## src/shared/ams_params.svh

```systemverilog
`ifndef AMS_PARAMS_SVH
`define AMS_PARAMS_SVH

// ****************************************************************
// register byte offsets on the axi4-lite bus
// ****************************************************************
`define AMS_OFS_CTRL 8'h00
`define AMS_OFS_SPEED1 8'h04
`define AMS_OFS_SPEED2 8'h08
`define AMS_OFS_SWPOS 8'h0C
`define AMS_OFS_FINPOS 8'h10
`define AMS_OFS_PRESS 8'h14
`define AMS_OFS_RAMP 8'h18
`define AMS_OFS_ACCEL 8'h1C
`define AMS_OFS_DECEL 8'h20
`define AMS_OFS_NRVAL 8'h24
`define AMS_OFS_RCTRL 8'h28
`define AMS_OFS_RSPEED 8'h2C
`define AMS_OFS_RPOS 8'h30
`define AMS_OFS_STATUS 8'h34
`define AMS_OFS_ACTPOS 8'h38
`define AMS_OFS_SETPT 8'h3C
`define AMS_OFS_VALVE 8'h40

// ****************************************************************
// control register fields (fieldbus word)
// ****************************************************************
`define AMS_CTRL_ENABLE 0
`define AMS_CTRL_START 1
`define AMS_CTRL_JOG_FWD 2
`define AMS_CTRL_JOG_REV 3
`define AMS_CTRL_PSET 4
`define AMS_CTRL_PONLY 5
`define AMS_CTRL_NCMODE 6

// ****************************************************************
// remote control register fields (pc tool word)
// ****************************************************************
`define AMS_RCTL_ON 0
`define AMS_RCTL_START 1
`define AMS_RCTL_JOG_FWD 2
`define AMS_RCTL_JOG_REV 3

// ****************************************************************
// status register fields
// ****************************************************************
`define AMS_ST_READY 0
`define AMS_ST_PLIM 1
`define AMS_ST_MOVING 2
`define AMS_ST_JOG 3
`define AMS_ST_PHASE2 4
`define AMS_ST_HWEN 5
`define AMS_ST_DIR 6

// ****************************************************************
// reset values, scaling and bus answers
// ****************************************************************
`define AMS_RST_RAMP 16'h0010
`define AMS_RST_ACCEL 16'h0010
`define AMS_RST_DECEL 16'h0100
`define AMS_RST_NRVAL 16'h0000
`define AMS_DEC_SHIFT 8
`define AMS_RESP_OKAY 2'b00
`define AMS_RESP_SLVERR 2'b10

`endif

```

## src/shared/ams_pkg.sv

```systemverilog
package ams_pkg;

    // motion sequencer states
    typedef enum logic [2:0] {
        AMS_OFF,
        AMS_HOLD,
        AMS_MOVE,
        AMS_STOP,
        AMS_JOG
    } ams_state_t;

endpackage

```

## src/rtl/ams_axis_sequencer.sv

```systemverilog
// Function
// [RULE_01] two-speed profile only when speed two nonzero
// [RULE_02] final position approached at speed two
// [RULE_03] speed one until switch position, then two
// [RULE_04] speed change follows ramp or acceleration
// [RULE_05] reversed positions: go direct at speed one
// [RULE_06] point-to-point and profile modes, master supplies demands
// [RULE_07] pressure above command: pressure controller takes over
// [RULE_08] two pressure parameter sets, master selects
// [RULE_09] pressure control may run without position control
// [RULE_10] active only with hardware and fieldbus enable
// [RULE_11] enabled without start: hold present position
// [RULE_12] zero speed command gives no motion
// [RULE_13] start off: jog inputs move the axis
// [RULE_14] jog released: stop, hold reached position
// [RULE_15] jog works without position sensor
// [RULE_16] start latches demands and moves to target
// [RULE_17] start removed: stop within deceleration distance
// [RULE_18] remote mode ignores hardware enable and fieldbus
// [RULE_19] remote accepts speed with jog, or position with start
// [RULE_20] not ready: output substitute value
// [RULE_21] ready only when enabled and fault free
// [RULE_22] valve from position output, pressure when limiting
`include "ams_params.svh"

module ams_axis_sequencer
    import ams_pkg::*;
(
    input wire logic CLK_I, // 25 mhz control clock
    input wire logic NRST_I, // async reset, active low
    input wire logic HW_ENABLE_I, // hardware enable pin
    input wire logic FAULT_I, // fault from sensor monitor
    input wire logic POS_VALID_I, // position sensor signal present
    input wire logic [15:0] POS_I, // actual position
    input wire logic [15:0] PRESS_I, // actual pressure
    input wire logic [15:0] POS_CTRL_I, // position compensator output
    input wire logic [15:0] PRESS_CTRL_I, // pressure compensator output
    output logic [15:0] SETPOINT_O, // position setpoint to loop
    output logic [15:0] SPEED_O, // profiled speed magnitude
    output logic DIR_O, // 1 = forward motion
    output logic [15:0] VALVE_O, // valve command
    output logic READY_O, // ready indication
    output logic PRESS_SET_O, // active pressure parameter set
    output logic PRESS_LIMIT_O, // actual pressure above pressure command
    input wire logic [7:0] AWADDR, // axi write address
    input wire logic AWVALID, // axi write address valid
    output logic AWREADY, // axi write address ready
    input wire logic [31:0] WDATA, // axi write data
    input wire logic [3:0] WSTRB, // axi byte strobes
    input wire logic WVALID, // axi write data valid
    output logic WREADY, // axi write data ready
    output logic [1:0] BRESP, // axi write response
    output logic BVALID, // axi write response valid
    input wire logic BREADY, // axi write response ready
    input wire logic [7:0] ARADDR, // axi read address
    input wire logic ARVALID, // axi read address valid
    output logic ARREADY, // axi read address ready
    output logic [31:0] RDATA, // axi read data
    output logic [1:0] RRESP, // axi read response
    output logic RVALID, // axi read data valid
    input wire logic RREADY // axi read data ready
);

    // ************************************************************
    // state of the block
    // ************************************************************
    typedef struct packed {
        logic aw_got; // write address held
        logic [7:0] aw_addr; // held write address
        logic w_got; // write data held
        logic [31:0] w_data; // held write data
        logic [3:0] w_strb; // held strobes
        logic awrdy; // registered ready flags
        logic wrdy;
        logic ardy;
        logic bvalid; // write response pending
        logic [1:0] bresp;
        logic rvalid; // read data pending
        logic [1:0] rresp;
        logic [31:0] rdata;
        logic [7:0] ctrl; // fieldbus control word
        logic [3:0] rctl; // remote control word
        logic [15:0] v1; // speed_one_command
        logic [15:0] v2; // speed_two_command
        logic [15:0] p1; // switch_position_command
        logic [15:0] p2; // final_position_command
        logic [15:0] pcmd; // pressure command
        logic [15:0] ramp; // speed ramp step
        logic [15:0] accel; // profile generator acceleration
        logic [15:0] decel; // deceleration distance
        logic [15:0] nrv; // not_ready_output_value
        logic [15:0] rspd; // remote speed
        logic [15:0] rpos; // remote position
        logic en_s1; // enable pin sync stage one
        logic en_s2; // enable pin sync stage two
        logic start_d; // start seen last cycle
        ams_state_t st; // sequencer state
        logic [31:0] sp; // setpoint, 16 fraction bits
        logic [15:0] spd; // current speed
        logic dir; // motion direction
        logic [15:0] tgt; // latched end position
        logic [15:0] sw; // latched switch position
        logic [15:0] lv1; // latched first speed
        logic [15:0] lv2; // latched second speed
        logic two; // two-speed profile active
        logic phase2; // running at second speed
        logic [15:0] valve; // valve command
        logic ready; // ready flag
        logic plim; // pressure limiting active
    } ams_regs_t;

    ams_regs_t r, n;

    // byte-lane update of a 16-bit register
    function automatic logic [15:0] wr16(input logic [15:0] old,
                                         input logic [31:0] d,
                                         input logic [3:0] s);
        logic [15:0] v;
        v = old;
        if (s[0]) begin
            v[7:0] = d[7:0];
        end
        if (s[1]) begin
            v[15:8] = d[15:8];
        end
        return v;
    endfunction

    // working values of the combinational process
    logic remote, en, start, jf, jr, ramp_sel, fire_wr;
    logic [15:0] spd_cmd, pos_cmd, v2_cmd, cur, rem, step, vset;
    logic [31:0] vlim, nxt_sp;
    logic arrive, passed;

    // ************************************************************
    // next-state logic
    // ************************************************************
    always_comb begin
        n = r;
        // ---------------- enable pin synchroniser ----------------
        n.en_s1 = HW_ENABLE_I;
        n.en_s2 = r.en_s1;

        // ---------------- axi write channels ----------------
        if (AWVALID && r.awrdy) begin
            n.aw_got = 1'b1;
            n.aw_addr = AWADDR;
        end
        if (WVALID && r.wrdy) begin
            n.w_got = 1'b1;
            n.w_data = WDATA;
            n.w_strb = WSTRB;
        end
        if (r.bvalid && BREADY) begin
            n.bvalid = 1'b0;
        end
        // write fires once both halves are held, in either order
        fire_wr = r.aw_got && r.w_got && !r.bvalid;
        if (fire_wr) begin
            n.aw_got = 1'b0;
            n.w_got = 1'b0;
            n.bvalid = 1'b1;
            n.bresp = `AMS_RESP_OKAY;
            unique case (r.aw_addr)
                `AMS_OFS_CTRL: n.ctrl = r.w_strb[0] ? r.w_data[7:0] : r.ctrl;
                `AMS_OFS_SPEED1: n.v1 = wr16(r.v1, r.w_data, r.w_strb);
                `AMS_OFS_SPEED2: n.v2 = wr16(r.v2, r.w_data, r.w_strb);
                `AMS_OFS_SWPOS: n.p1 = wr16(r.p1, r.w_data, r.w_strb);
                `AMS_OFS_FINPOS: n.p2 = wr16(r.p2, r.w_data, r.w_strb);
                `AMS_OFS_PRESS: n.pcmd = wr16(r.pcmd, r.w_data, r.w_strb);
                `AMS_OFS_RAMP: n.ramp = wr16(r.ramp, r.w_data, r.w_strb);
                `AMS_OFS_ACCEL: n.accel = wr16(r.accel, r.w_data, r.w_strb);
                `AMS_OFS_DECEL: n.decel = wr16(r.decel, r.w_data, r.w_strb);
                `AMS_OFS_NRVAL: n.nrv = wr16(r.nrv, r.w_data, r.w_strb);
                `AMS_OFS_RCTRL:
                    n.rctl = r.w_strb[0] ? r.w_data[3:0] : r.rctl;
                `AMS_OFS_RSPEED: n.rspd = wr16(r.rspd, r.w_data, r.w_strb);
                `AMS_OFS_RPOS: n.rpos = wr16(r.rpos, r.w_data, r.w_strb);
                // read-only or unmapped: refused with slave error
                default: n.bresp = `AMS_RESP_SLVERR;
            endcase
        end

        // ---------------- axi read channel ----------------
        if (r.rvalid && RREADY) begin
            n.rvalid = 1'b0;
        end
        if (ARVALID && r.ardy) begin
            n.rvalid = 1'b1;
            n.rresp = `AMS_RESP_OKAY;
            n.rdata = 32'h00000000;
            unique case (ARADDR)
                `AMS_OFS_CTRL: n.rdata[7:0] = r.ctrl;
                `AMS_OFS_SPEED1: n.rdata[15:0] = r.v1;
                `AMS_OFS_SPEED2: n.rdata[15:0] = r.v2;
                `AMS_OFS_SWPOS: n.rdata[15:0] = r.p1;
                `AMS_OFS_FINPOS: n.rdata[15:0] = r.p2;
                `AMS_OFS_PRESS: n.rdata[15:0] = r.pcmd;
                `AMS_OFS_RAMP: n.rdata[15:0] = r.ramp;
                `AMS_OFS_ACCEL: n.rdata[15:0] = r.accel;
                `AMS_OFS_DECEL: n.rdata[15:0] = r.decel;
                `AMS_OFS_NRVAL: n.rdata[15:0] = r.nrv;
                `AMS_OFS_RCTRL: n.rdata[3:0] = r.rctl;
                `AMS_OFS_RSPEED: n.rdata[15:0] = r.rspd;
                `AMS_OFS_RPOS: n.rdata[15:0] = r.rpos;
                `AMS_OFS_STATUS: begin
                    n.rdata[`AMS_ST_READY] = r.ready;
                    n.rdata[`AMS_ST_PLIM] = r.plim;
                    n.rdata[`AMS_ST_MOVING] =
                        (r.st == AMS_MOVE) || (r.st == AMS_STOP);
                    n.rdata[`AMS_ST_JOG] = (r.st == AMS_JOG);
                    n.rdata[`AMS_ST_PHASE2] = r.phase2;
                    n.rdata[`AMS_ST_HWEN] = r.en_s2;
                    n.rdata[`AMS_ST_DIR] = r.dir;
                end
                `AMS_OFS_ACTPOS: n.rdata[15:0] = POS_I;
                `AMS_OFS_SETPT: n.rdata[15:0] = r.sp[31:16];
                `AMS_OFS_VALVE: n.rdata[15:0] = r.valve;
                default: n.rresp = `AMS_RESP_SLVERR;
            endcase
        end

        // ---------------- command sources ----------------
        // remote mode takes enable, start and jog from the pc tool word, not from pin and bus
        remote = r.rctl[`AMS_RCTL_ON]; // RULE_18
        en = remote ||
             (r.en_s2 && r.ctrl[`AMS_CTRL_ENABLE]); // RULE_10
        start = remote ? r.rctl[`AMS_RCTL_START]
                       : r.ctrl[`AMS_CTRL_START]; // RULE_19
        jf = remote ? r.rctl[`AMS_RCTL_JOG_FWD] : r.ctrl[`AMS_CTRL_JOG_FWD];
        jr = remote ? r.rctl[`AMS_RCTL_JOG_REV] : r.ctrl[`AMS_CTRL_JOG_REV];
        spd_cmd = remote ? r.rspd : r.v1; // RULE_19
        pos_cmd = remote ? r.rpos : r.p2; // RULE_06
        // the pc tool gives one speed, so no two-speed profile there
        v2_cmd = remote ? 16'h0000 : r.v2;
        // profile generator mode swaps the ramp for the acceleration
        ramp_sel = r.ctrl[`AMS_CTRL_NCMODE];
        step = ramp_sel ? r.accel : r.ramp; // RULE_04
        n.start_d = start;

        // ---------------- motion profile ----------------
        cur = r.sp[31:16];
        rem = r.dir ? (r.tgt - cur) : (cur - r.tgt);
        passed = r.dir ? (cur >= r.sw) : (cur <= r.sw);
        if (r.st == AMS_MOVE && r.two && passed) begin
            n.phase2 = 1'b1; // RULE_03
        end
        // second speed only after the switch position
        vset = (r.two && r.phase2) ? r.lv2 : r.lv1; // RULE_02
        // stroke-dependent braking near the end position
        vlim = {16'h0000, vset};
        if (r.st != AMS_JOG && rem <= r.decel &&
            ({16'h0000, rem} << `AMS_DEC_SHIFT) < {16'h0000, vset}) begin
            vlim = ({16'h0000, rem} << `AMS_DEC_SHIFT) + 32'h00000001;
        end
        // ramp toward the limit rather than stepping
        n.spd = r.spd;
        if ({16'h0000, r.spd} + {16'h0000, step} <= vlim) begin
            n.spd = r.spd + step; // RULE_04
        end else if ({16'h0000, r.spd} > vlim + {16'h0000, step}) begin
            n.spd = r.spd - step;
        end else begin
            n.spd = vlim[15:0];
        end
        nxt_sp = r.dir ? (r.sp + {16'h0000, r.spd})
                       : (r.sp - {16'h0000, r.spd});
        arrive = r.dir ? (nxt_sp[31:16] >= r.tgt)
                       : (nxt_sp[31:16] <= r.tgt);

        // ---------------- sequencer ----------------
        unique case (r.st)
            AMS_OFF: begin
                n.spd = 16'h0000;
                if (en) begin
                    n.sp = {POS_I, 16'h0000}; // RULE_11
                    n.st = AMS_HOLD;
                end
            end
            AMS_HOLD: begin
                n.spd = 16'h0000;
                if (start && !r.start_d && spd_cmd != 16'h0000) begin
                    // latch all demands on the start edge
                    n.tgt = pos_cmd; // RULE_16
                    n.sw = r.p1;
                    n.lv1 = spd_cmd;
                    n.lv2 = v2_cmd;
                    n.dir = pos_cmd > cur;
                    n.phase2 = 1'b0;
                    // reversed positions drive straight at speed one
                    n.two = (v2_cmd != 16'h0000) && // RULE_01
                            ((pos_cmd > cur) ? (r.p1 < pos_cmd)
                                             : (r.p1 > pos_cmd)); // RULE_05
                    n.st = (pos_cmd == cur) ? AMS_HOLD : AMS_MOVE;
                end else if (!start && (jf ^ jr) &&
                             spd_cmd != 16'h0000) begin // RULE_12
                    n.dir = jf; // RULE_13
                    n.lv1 = spd_cmd;
                    n.two = 1'b0;
                    n.phase2 = 1'b0;
                    n.st = AMS_JOG;
                end
            end
            AMS_MOVE, AMS_STOP: begin
                n.sp = nxt_sp;
                if (r.st == AMS_MOVE && !start) begin
                    // new end point one braking distance ahead
                    n.tgt = r.dir ? (cur + r.decel)
                                  : (cur - r.decel); // RULE_17
                    n.st = AMS_STOP;
                end else if (arrive || rem == 16'h0000) begin
                    n.sp = {r.tgt, 16'h0000};
                    n.spd = 16'h0000;
                    n.st = AMS_HOLD;
                end
            end
            AMS_JOG: begin
                n.sp = nxt_sp;
                if (start || !(jf ^ jr) || jf != r.dir) begin // RULE_13
                    // stop at once and regulate where the axis is
                    n.sp = {POS_I, 16'h0000}; // RULE_14
                    n.spd = 16'h0000;
                    n.st = AMS_HOLD;
                end
            end
        endcase
        if (!en) begin
            n.st = AMS_OFF; // RULE_10
            n.spd = 16'h0000;
        end

        // ---------------- ready and valve command ----------------
        n.ready = en && !FAULT_I; // RULE_21
        n.plim = PRESS_I > r.pcmd; // RULE_07
        if (!n.ready) begin
            n.valve = r.nrv; // RULE_20
        end else if (r.ctrl[`AMS_CTRL_PONLY] || n.plim) begin
            n.valve = PRESS_CTRL_I; // RULE_22 RULE_09
        end else if (r.st == AMS_JOG && !POS_VALID_I) begin
            // no feedback: jog drives the valve open loop
            n.valve = r.dir ? r.lv1 : (16'h0000 - r.lv1); // RULE_15
        end else begin
            n.valve = POS_CTRL_I; // RULE_22
        end

        // ---------------- registered bus ready flags ----------------
        n.awrdy = !n.aw_got && !n.bvalid;
        n.wrdy = !n.w_got && !n.bvalid;
        n.ardy = !n.rvalid;
    end

    // ************************************************************
    // state register
    // ************************************************************
    always_ff @(posedge CLK_I or negedge NRST_I) begin
        if (!NRST_I) begin
            r <= '0;
            r.st <= AMS_OFF;
            r.awrdy <= 1'b1;
            r.wrdy <= 1'b1;
            r.ardy <= 1'b1;
            r.ramp <= `AMS_RST_RAMP;
            r.accel <= `AMS_RST_ACCEL;
            r.decel <= `AMS_RST_DECEL;
            r.nrv <= `AMS_RST_NRVAL;
        end else begin
            r <= n;
        end
    end

    // ************************************************************
    // outputs straight from the state register
    // ************************************************************
    assign SETPOINT_O = r.sp[31:16];
    assign SPEED_O = r.spd;
    assign DIR_O = r.dir;
    assign VALVE_O = r.valve;
    assign READY_O = r.ready;
    assign PRESS_SET_O = r.ctrl[`AMS_CTRL_PSET]; // RULE_08
    assign PRESS_LIMIT_O = r.plim;
    assign AWREADY = r.awrdy;
    assign WREADY = r.wrdy;
    assign BRESP = r.bresp;
    assign BVALID = r.bvalid;
    assign ARREADY = r.ardy;
    assign RDATA = r.rdata;
    assign RRESP = r.rresp;
    assign RVALID = r.rvalid;

endmodule

```

## config.mk

```make
export PLATFORM = sky130hd
export DESIGN_NAME = ams_axis_sequencer
export DESIGN_NICKNAME = d
export VERILOG_FILES = /design/src/shared/ams_pkg.sv /design/src/rtl/ams_axis_sequencer.sv
export VERILOG_INCLUDE_DIRS = /design/src /design/src/shared
export SDC_FILE = /design/constraint.sdc
export NUM_CORES = 1
export LEC_CHECK = 0
export BUFFER_PORTS_ARGS = -buffer_cell sky130_fd_sc_hd__buf_2
export CAP_MARGIN = 15
export CORE_ASPECT_RATIO = 1.25
export CORE_MARGIN = 2
export CORE_UTILIZATION = 60
export DETAILED_ROUTE_END_ITERATION = 8
export PLACE_DENSITY = 0.85
export SYNTH_ARGS = -nofsm -noshare
export SYNTH_HDL_FRONTEND = slang
export SYNTH_SLANG_ARGS = --single-unit
```

## constraint.sdc

```tcl
create_clock -name CLK_I -period 9 [get_ports CLK_I]
set_input_delay 0.9 -clock CLK_I [delete_from_list [all_inputs] [get_ports CLK_I]]
set_output_delay 0.9 -clock CLK_I [all_outputs]
set_load 0.02 [all_outputs]
```

==> impl_metrics.env <==
export IMPL_status="completed"
export IMPL_synth_top_area_share_pct=33.0
export IMPL_coreArea_sq_um=46400
export IMPL_netlist_area_sq_um=28200
export IMPL_cts_root_buf="clkbuf_16"
export IMPL_clock_fmax_mhz=117
export IMPL_fin_area_sq_um=30900
export IMPL_htree_levels=2
export IMPL_dp_cells=3684
export IMPL_grtUsageMet1_pct=48.1
export IMPL_crit_arrival_ns=9.03
export IMPL_async_flop_share_pct=100
export IMPL_viasPerCell=6.62
export IMPL_use_met2_pct=66.7
export IMPL_stdcell_count=3760
export IMPL_layout_min_cycle_time_ns=8.53
export IMPL_critPathMaxFanout=16
export IMPL_yosys_warnings=0
export IMPL_holdCritPathClass="primary input to async pin"
export IMPL_drc=0
export IMPL_wl_mm=99.9
export IMPL_cp_slowest_stage_delay_ns=0.60
export IMPL_grt_pass1_wl_mm=150
export IMPL_gp_congestion=1.00
export IMPL_max_slew_margin_rel_pct=13.3
export IMPL_drive_gt1_share_pct=20.4
export IMPL_busiest_layer="met2"
export IMPL_cellLeakagePower_nw=15.2
export IMPL_port_buffers=182
export IMPL_cts_tree="yes"
export IMPL_ys_seq_elements=378
export IMPL_place_area_sq_um=29400
export IMPL_cts_sinks=378
export IMPL_hold_violations=0
export IMPL_synth_area_top_cells="dfrtp_1 (33%), ha_1 (12%), mux2_2 (9.8%)"
export IMPL_worst_slew_pin_slew_ns=1.30
export IMPL_clkTransAtPathRegs_ns=0.07
export IMPL_grt_max_degree=103
export IMPL_num_rows=88
export IMPL_ir_worst_vdd_mv=0.215
export IMPL_syn_inst=2997
export IMPL_end_kind="register"
export IMPL_dp_final_hpwl_mm=76.0
export IMPL_synth_top_area_cell="dfrtp_1"
export IMPL_cts_made_buffers=41
export IMPL_synth_cell_types=91
export IMPL_crit_type="register to register"
export IMPL_dieWidth_um=198
export IMPL_die_area_sq_um=48800
export IMPL_use_met3_pct=9.01
export IMPL_drt_iter0_drc=2001
export IMPL_start_util_pct=60.9
export IMPL_diodes=0
export IMPL_critPathLaunchType="register"
export IMPL_finalSetupViolCount=0
export IMPL_power_density_nw_per_um2=244
export IMPL_nets=3493
export IMPL_drtAntennaViolNets=0
export IMPL_synthToLayoutAreaGrowth_pct=9.45
export IMPL_drt_pass1_iterations=6
export IMPL_postCtsSetupRepairBufs=0
export IMPL_drv_slew=0
export IMPL_n_fill_cell=3780
export IMPL_fp_dieH_um=247
export IMPL_grt_pass1_vias=25048
export IMPL_cap_viol_max_count=0
export IMPL_grt_overflow=0
export IMPL_fin_total_pwr_mw=7.55
export IMPL_wl_per_cell_um=26.6
export IMPL_skew_ns=0.0303
export IMPL_clk_insertion_delay_late_ns=0.60
export IMPL_vias=24905
export IMPL_synth_edff_count=0
export IMPL_fin_crit_sh_pct=94.8
export IMPL_antenna_found_initial=3
export IMPL_cts_buffer_depth=3
export IMPL_top_level_ports=219
export IMPL_gr_usage_all_layers_pct=41.1
export IMPL_cp_slowest_cell="or4_4"
export IMPL_critical_path_required_ns=9.50
export IMPL_seq_area_frac_synth_pct=33.5
export IMPL_utilization_pct=66.7
export IMPL_postSynthAreaPerCell_sq_um=9.42
export IMPL_synthFlopType="dfrtp_1"
export IMPL_rsz0062_at_grt="true"
[cells by family after synthesis]
family	share of synthesized area, %
flops	33.5
compound gates	18.9
simple gates	11.9
xor+xnor	3.85
mux	13.2
other cells	0.0266
buf+inv	6.55
fa+ha+maj	12.1
[state kept, by name (all words and copies together) (netlist names)]
signal,flops
ARREADY,1
BRESP,1
SPEED_O,16
VALVE_O,16
r,302
DIR_O,1
READY_O,1
BVALID,1
RDATA,16
RVALID,1
SETPOINT_O,16
PRESS_LIMIT_O,1
WREADY,1
AWREADY,1
n,1
PRESS_SET_O,1
RRESP,1
[cells in the mapped netlist (all sizes together), types with 37 or more instances]
master,instances
a21oi,194
a22oi,51
dfrtp,372
buf,108
mux2i,94
nor3,44
o21ai,170
nor2,180
clkbuf,104
inv,181
o21a,49
ha,262
xor2,46
xnor2,78
a21o,66
nand2,215
nand2b,40
nand3,38
a221oi,45
nand4,37
mux2,247
[what timing repair did]
action                                  4_1_cts  5_1_grt
hold buffers                                  0        0
endpoints found under the setup margin        0       16
gates resized for setup                       0       11
[through the flow]
step | hold WS (ns) | worst slack [ns] | setup TNS [ns]
final | 0.308 | 0.471 | 0
after global routing | 0.379 | -0.0226 | -0.0406
after CTS | 0.356 | 0.143 | 0
after detailed placement | 0.342 | 0.194 | 0
after global placement | 0.339 | 0.330 | 0
after floorplan | 0.331 | 1.01 | 0
[layer usage]
layer	vias to the layer above	part of all wire (%)
met5	-	0.026
met4	4	8.1
met3	398	8.1
met2	1329	46
met1	12119	38
li1	11055	-
[layout by cell type, fill, tap and decap left out, types with 38 or more instances in the layout]
| master | n |
|---|---|
| dfrtp_1 | 367 |
| ha_1 | 261 |
| mux2_2 | 247 |
| nand2_1 | 215 |
| a21oi_1 | 194 |
| buf_2 | 181 |
| inv_1 | 180 |
| nor2_1 | 168 |
| o21ai_0 | 153 |
| mux2i_1 | 94 |
| xnor2_1 | 78 |
| buf_4 | 70 |
| a21o_1 | 66 |
| a22oi_1 | 51 |
| o21a_1 | 49 |
| xor2_1 | 46 |
| nor3_1 | 42 |
| a221oi_1 | 42 |
| clkbuf_16 | 41 |
| nand2b_1 | 40 |
| nand3_1 | 38 |
[final cells by class]
cell class	instances	area (sq um)	area share, %
sequential	378	9470	30.7
multi-input combinational	2243	17100	55.3
tap	630	788	2.55
inverter	181	679	2.20
clock inverter	18	239	0.773
clock buffer	56	1140	3.70
timing repair buffer	254	1490	4.83
[power by group]
group          internal [mW]  leakage (nW)  total (mW)  switching, mW
clock                  0.991         0.655        1.77          0.777
sequential              1.90          5.14        2.30          0.396
combinational           1.42          9.40        3.48           2.07
total                   4.31          15.2        7.55           3.24
[critical path: cells and delay by family (launching register included)]
kind            cells  cell delay (ns)
compound gates     13             2.47
fa+ha+maj           5             1.58
buf+inv             6             0.60
flops               1             0.44
mux                 1             0.12
simple gates       15             3.17
[path summary, 6_finish.rpt]
kind	start	end	slack [ns]	cells after the start
worst min-delay path	NRST_I	SETPOINT_O[8]	0.31	1
worst max-delay path	SETPOINT_O[0]	SPEED_O[1]	0.47	40
max in group asynchronous	NRST_I	r[375]	6.95	2
min in group CLK_I	n[137]	r[137]	0.35	0
worst max register to register	SETPOINT_O[0]	SPEED_O[1]	0.47	40
worst min register to register	n[137]	r[137]	0.35	0
No activity file was read; power rests on OpenSTA's default activity.
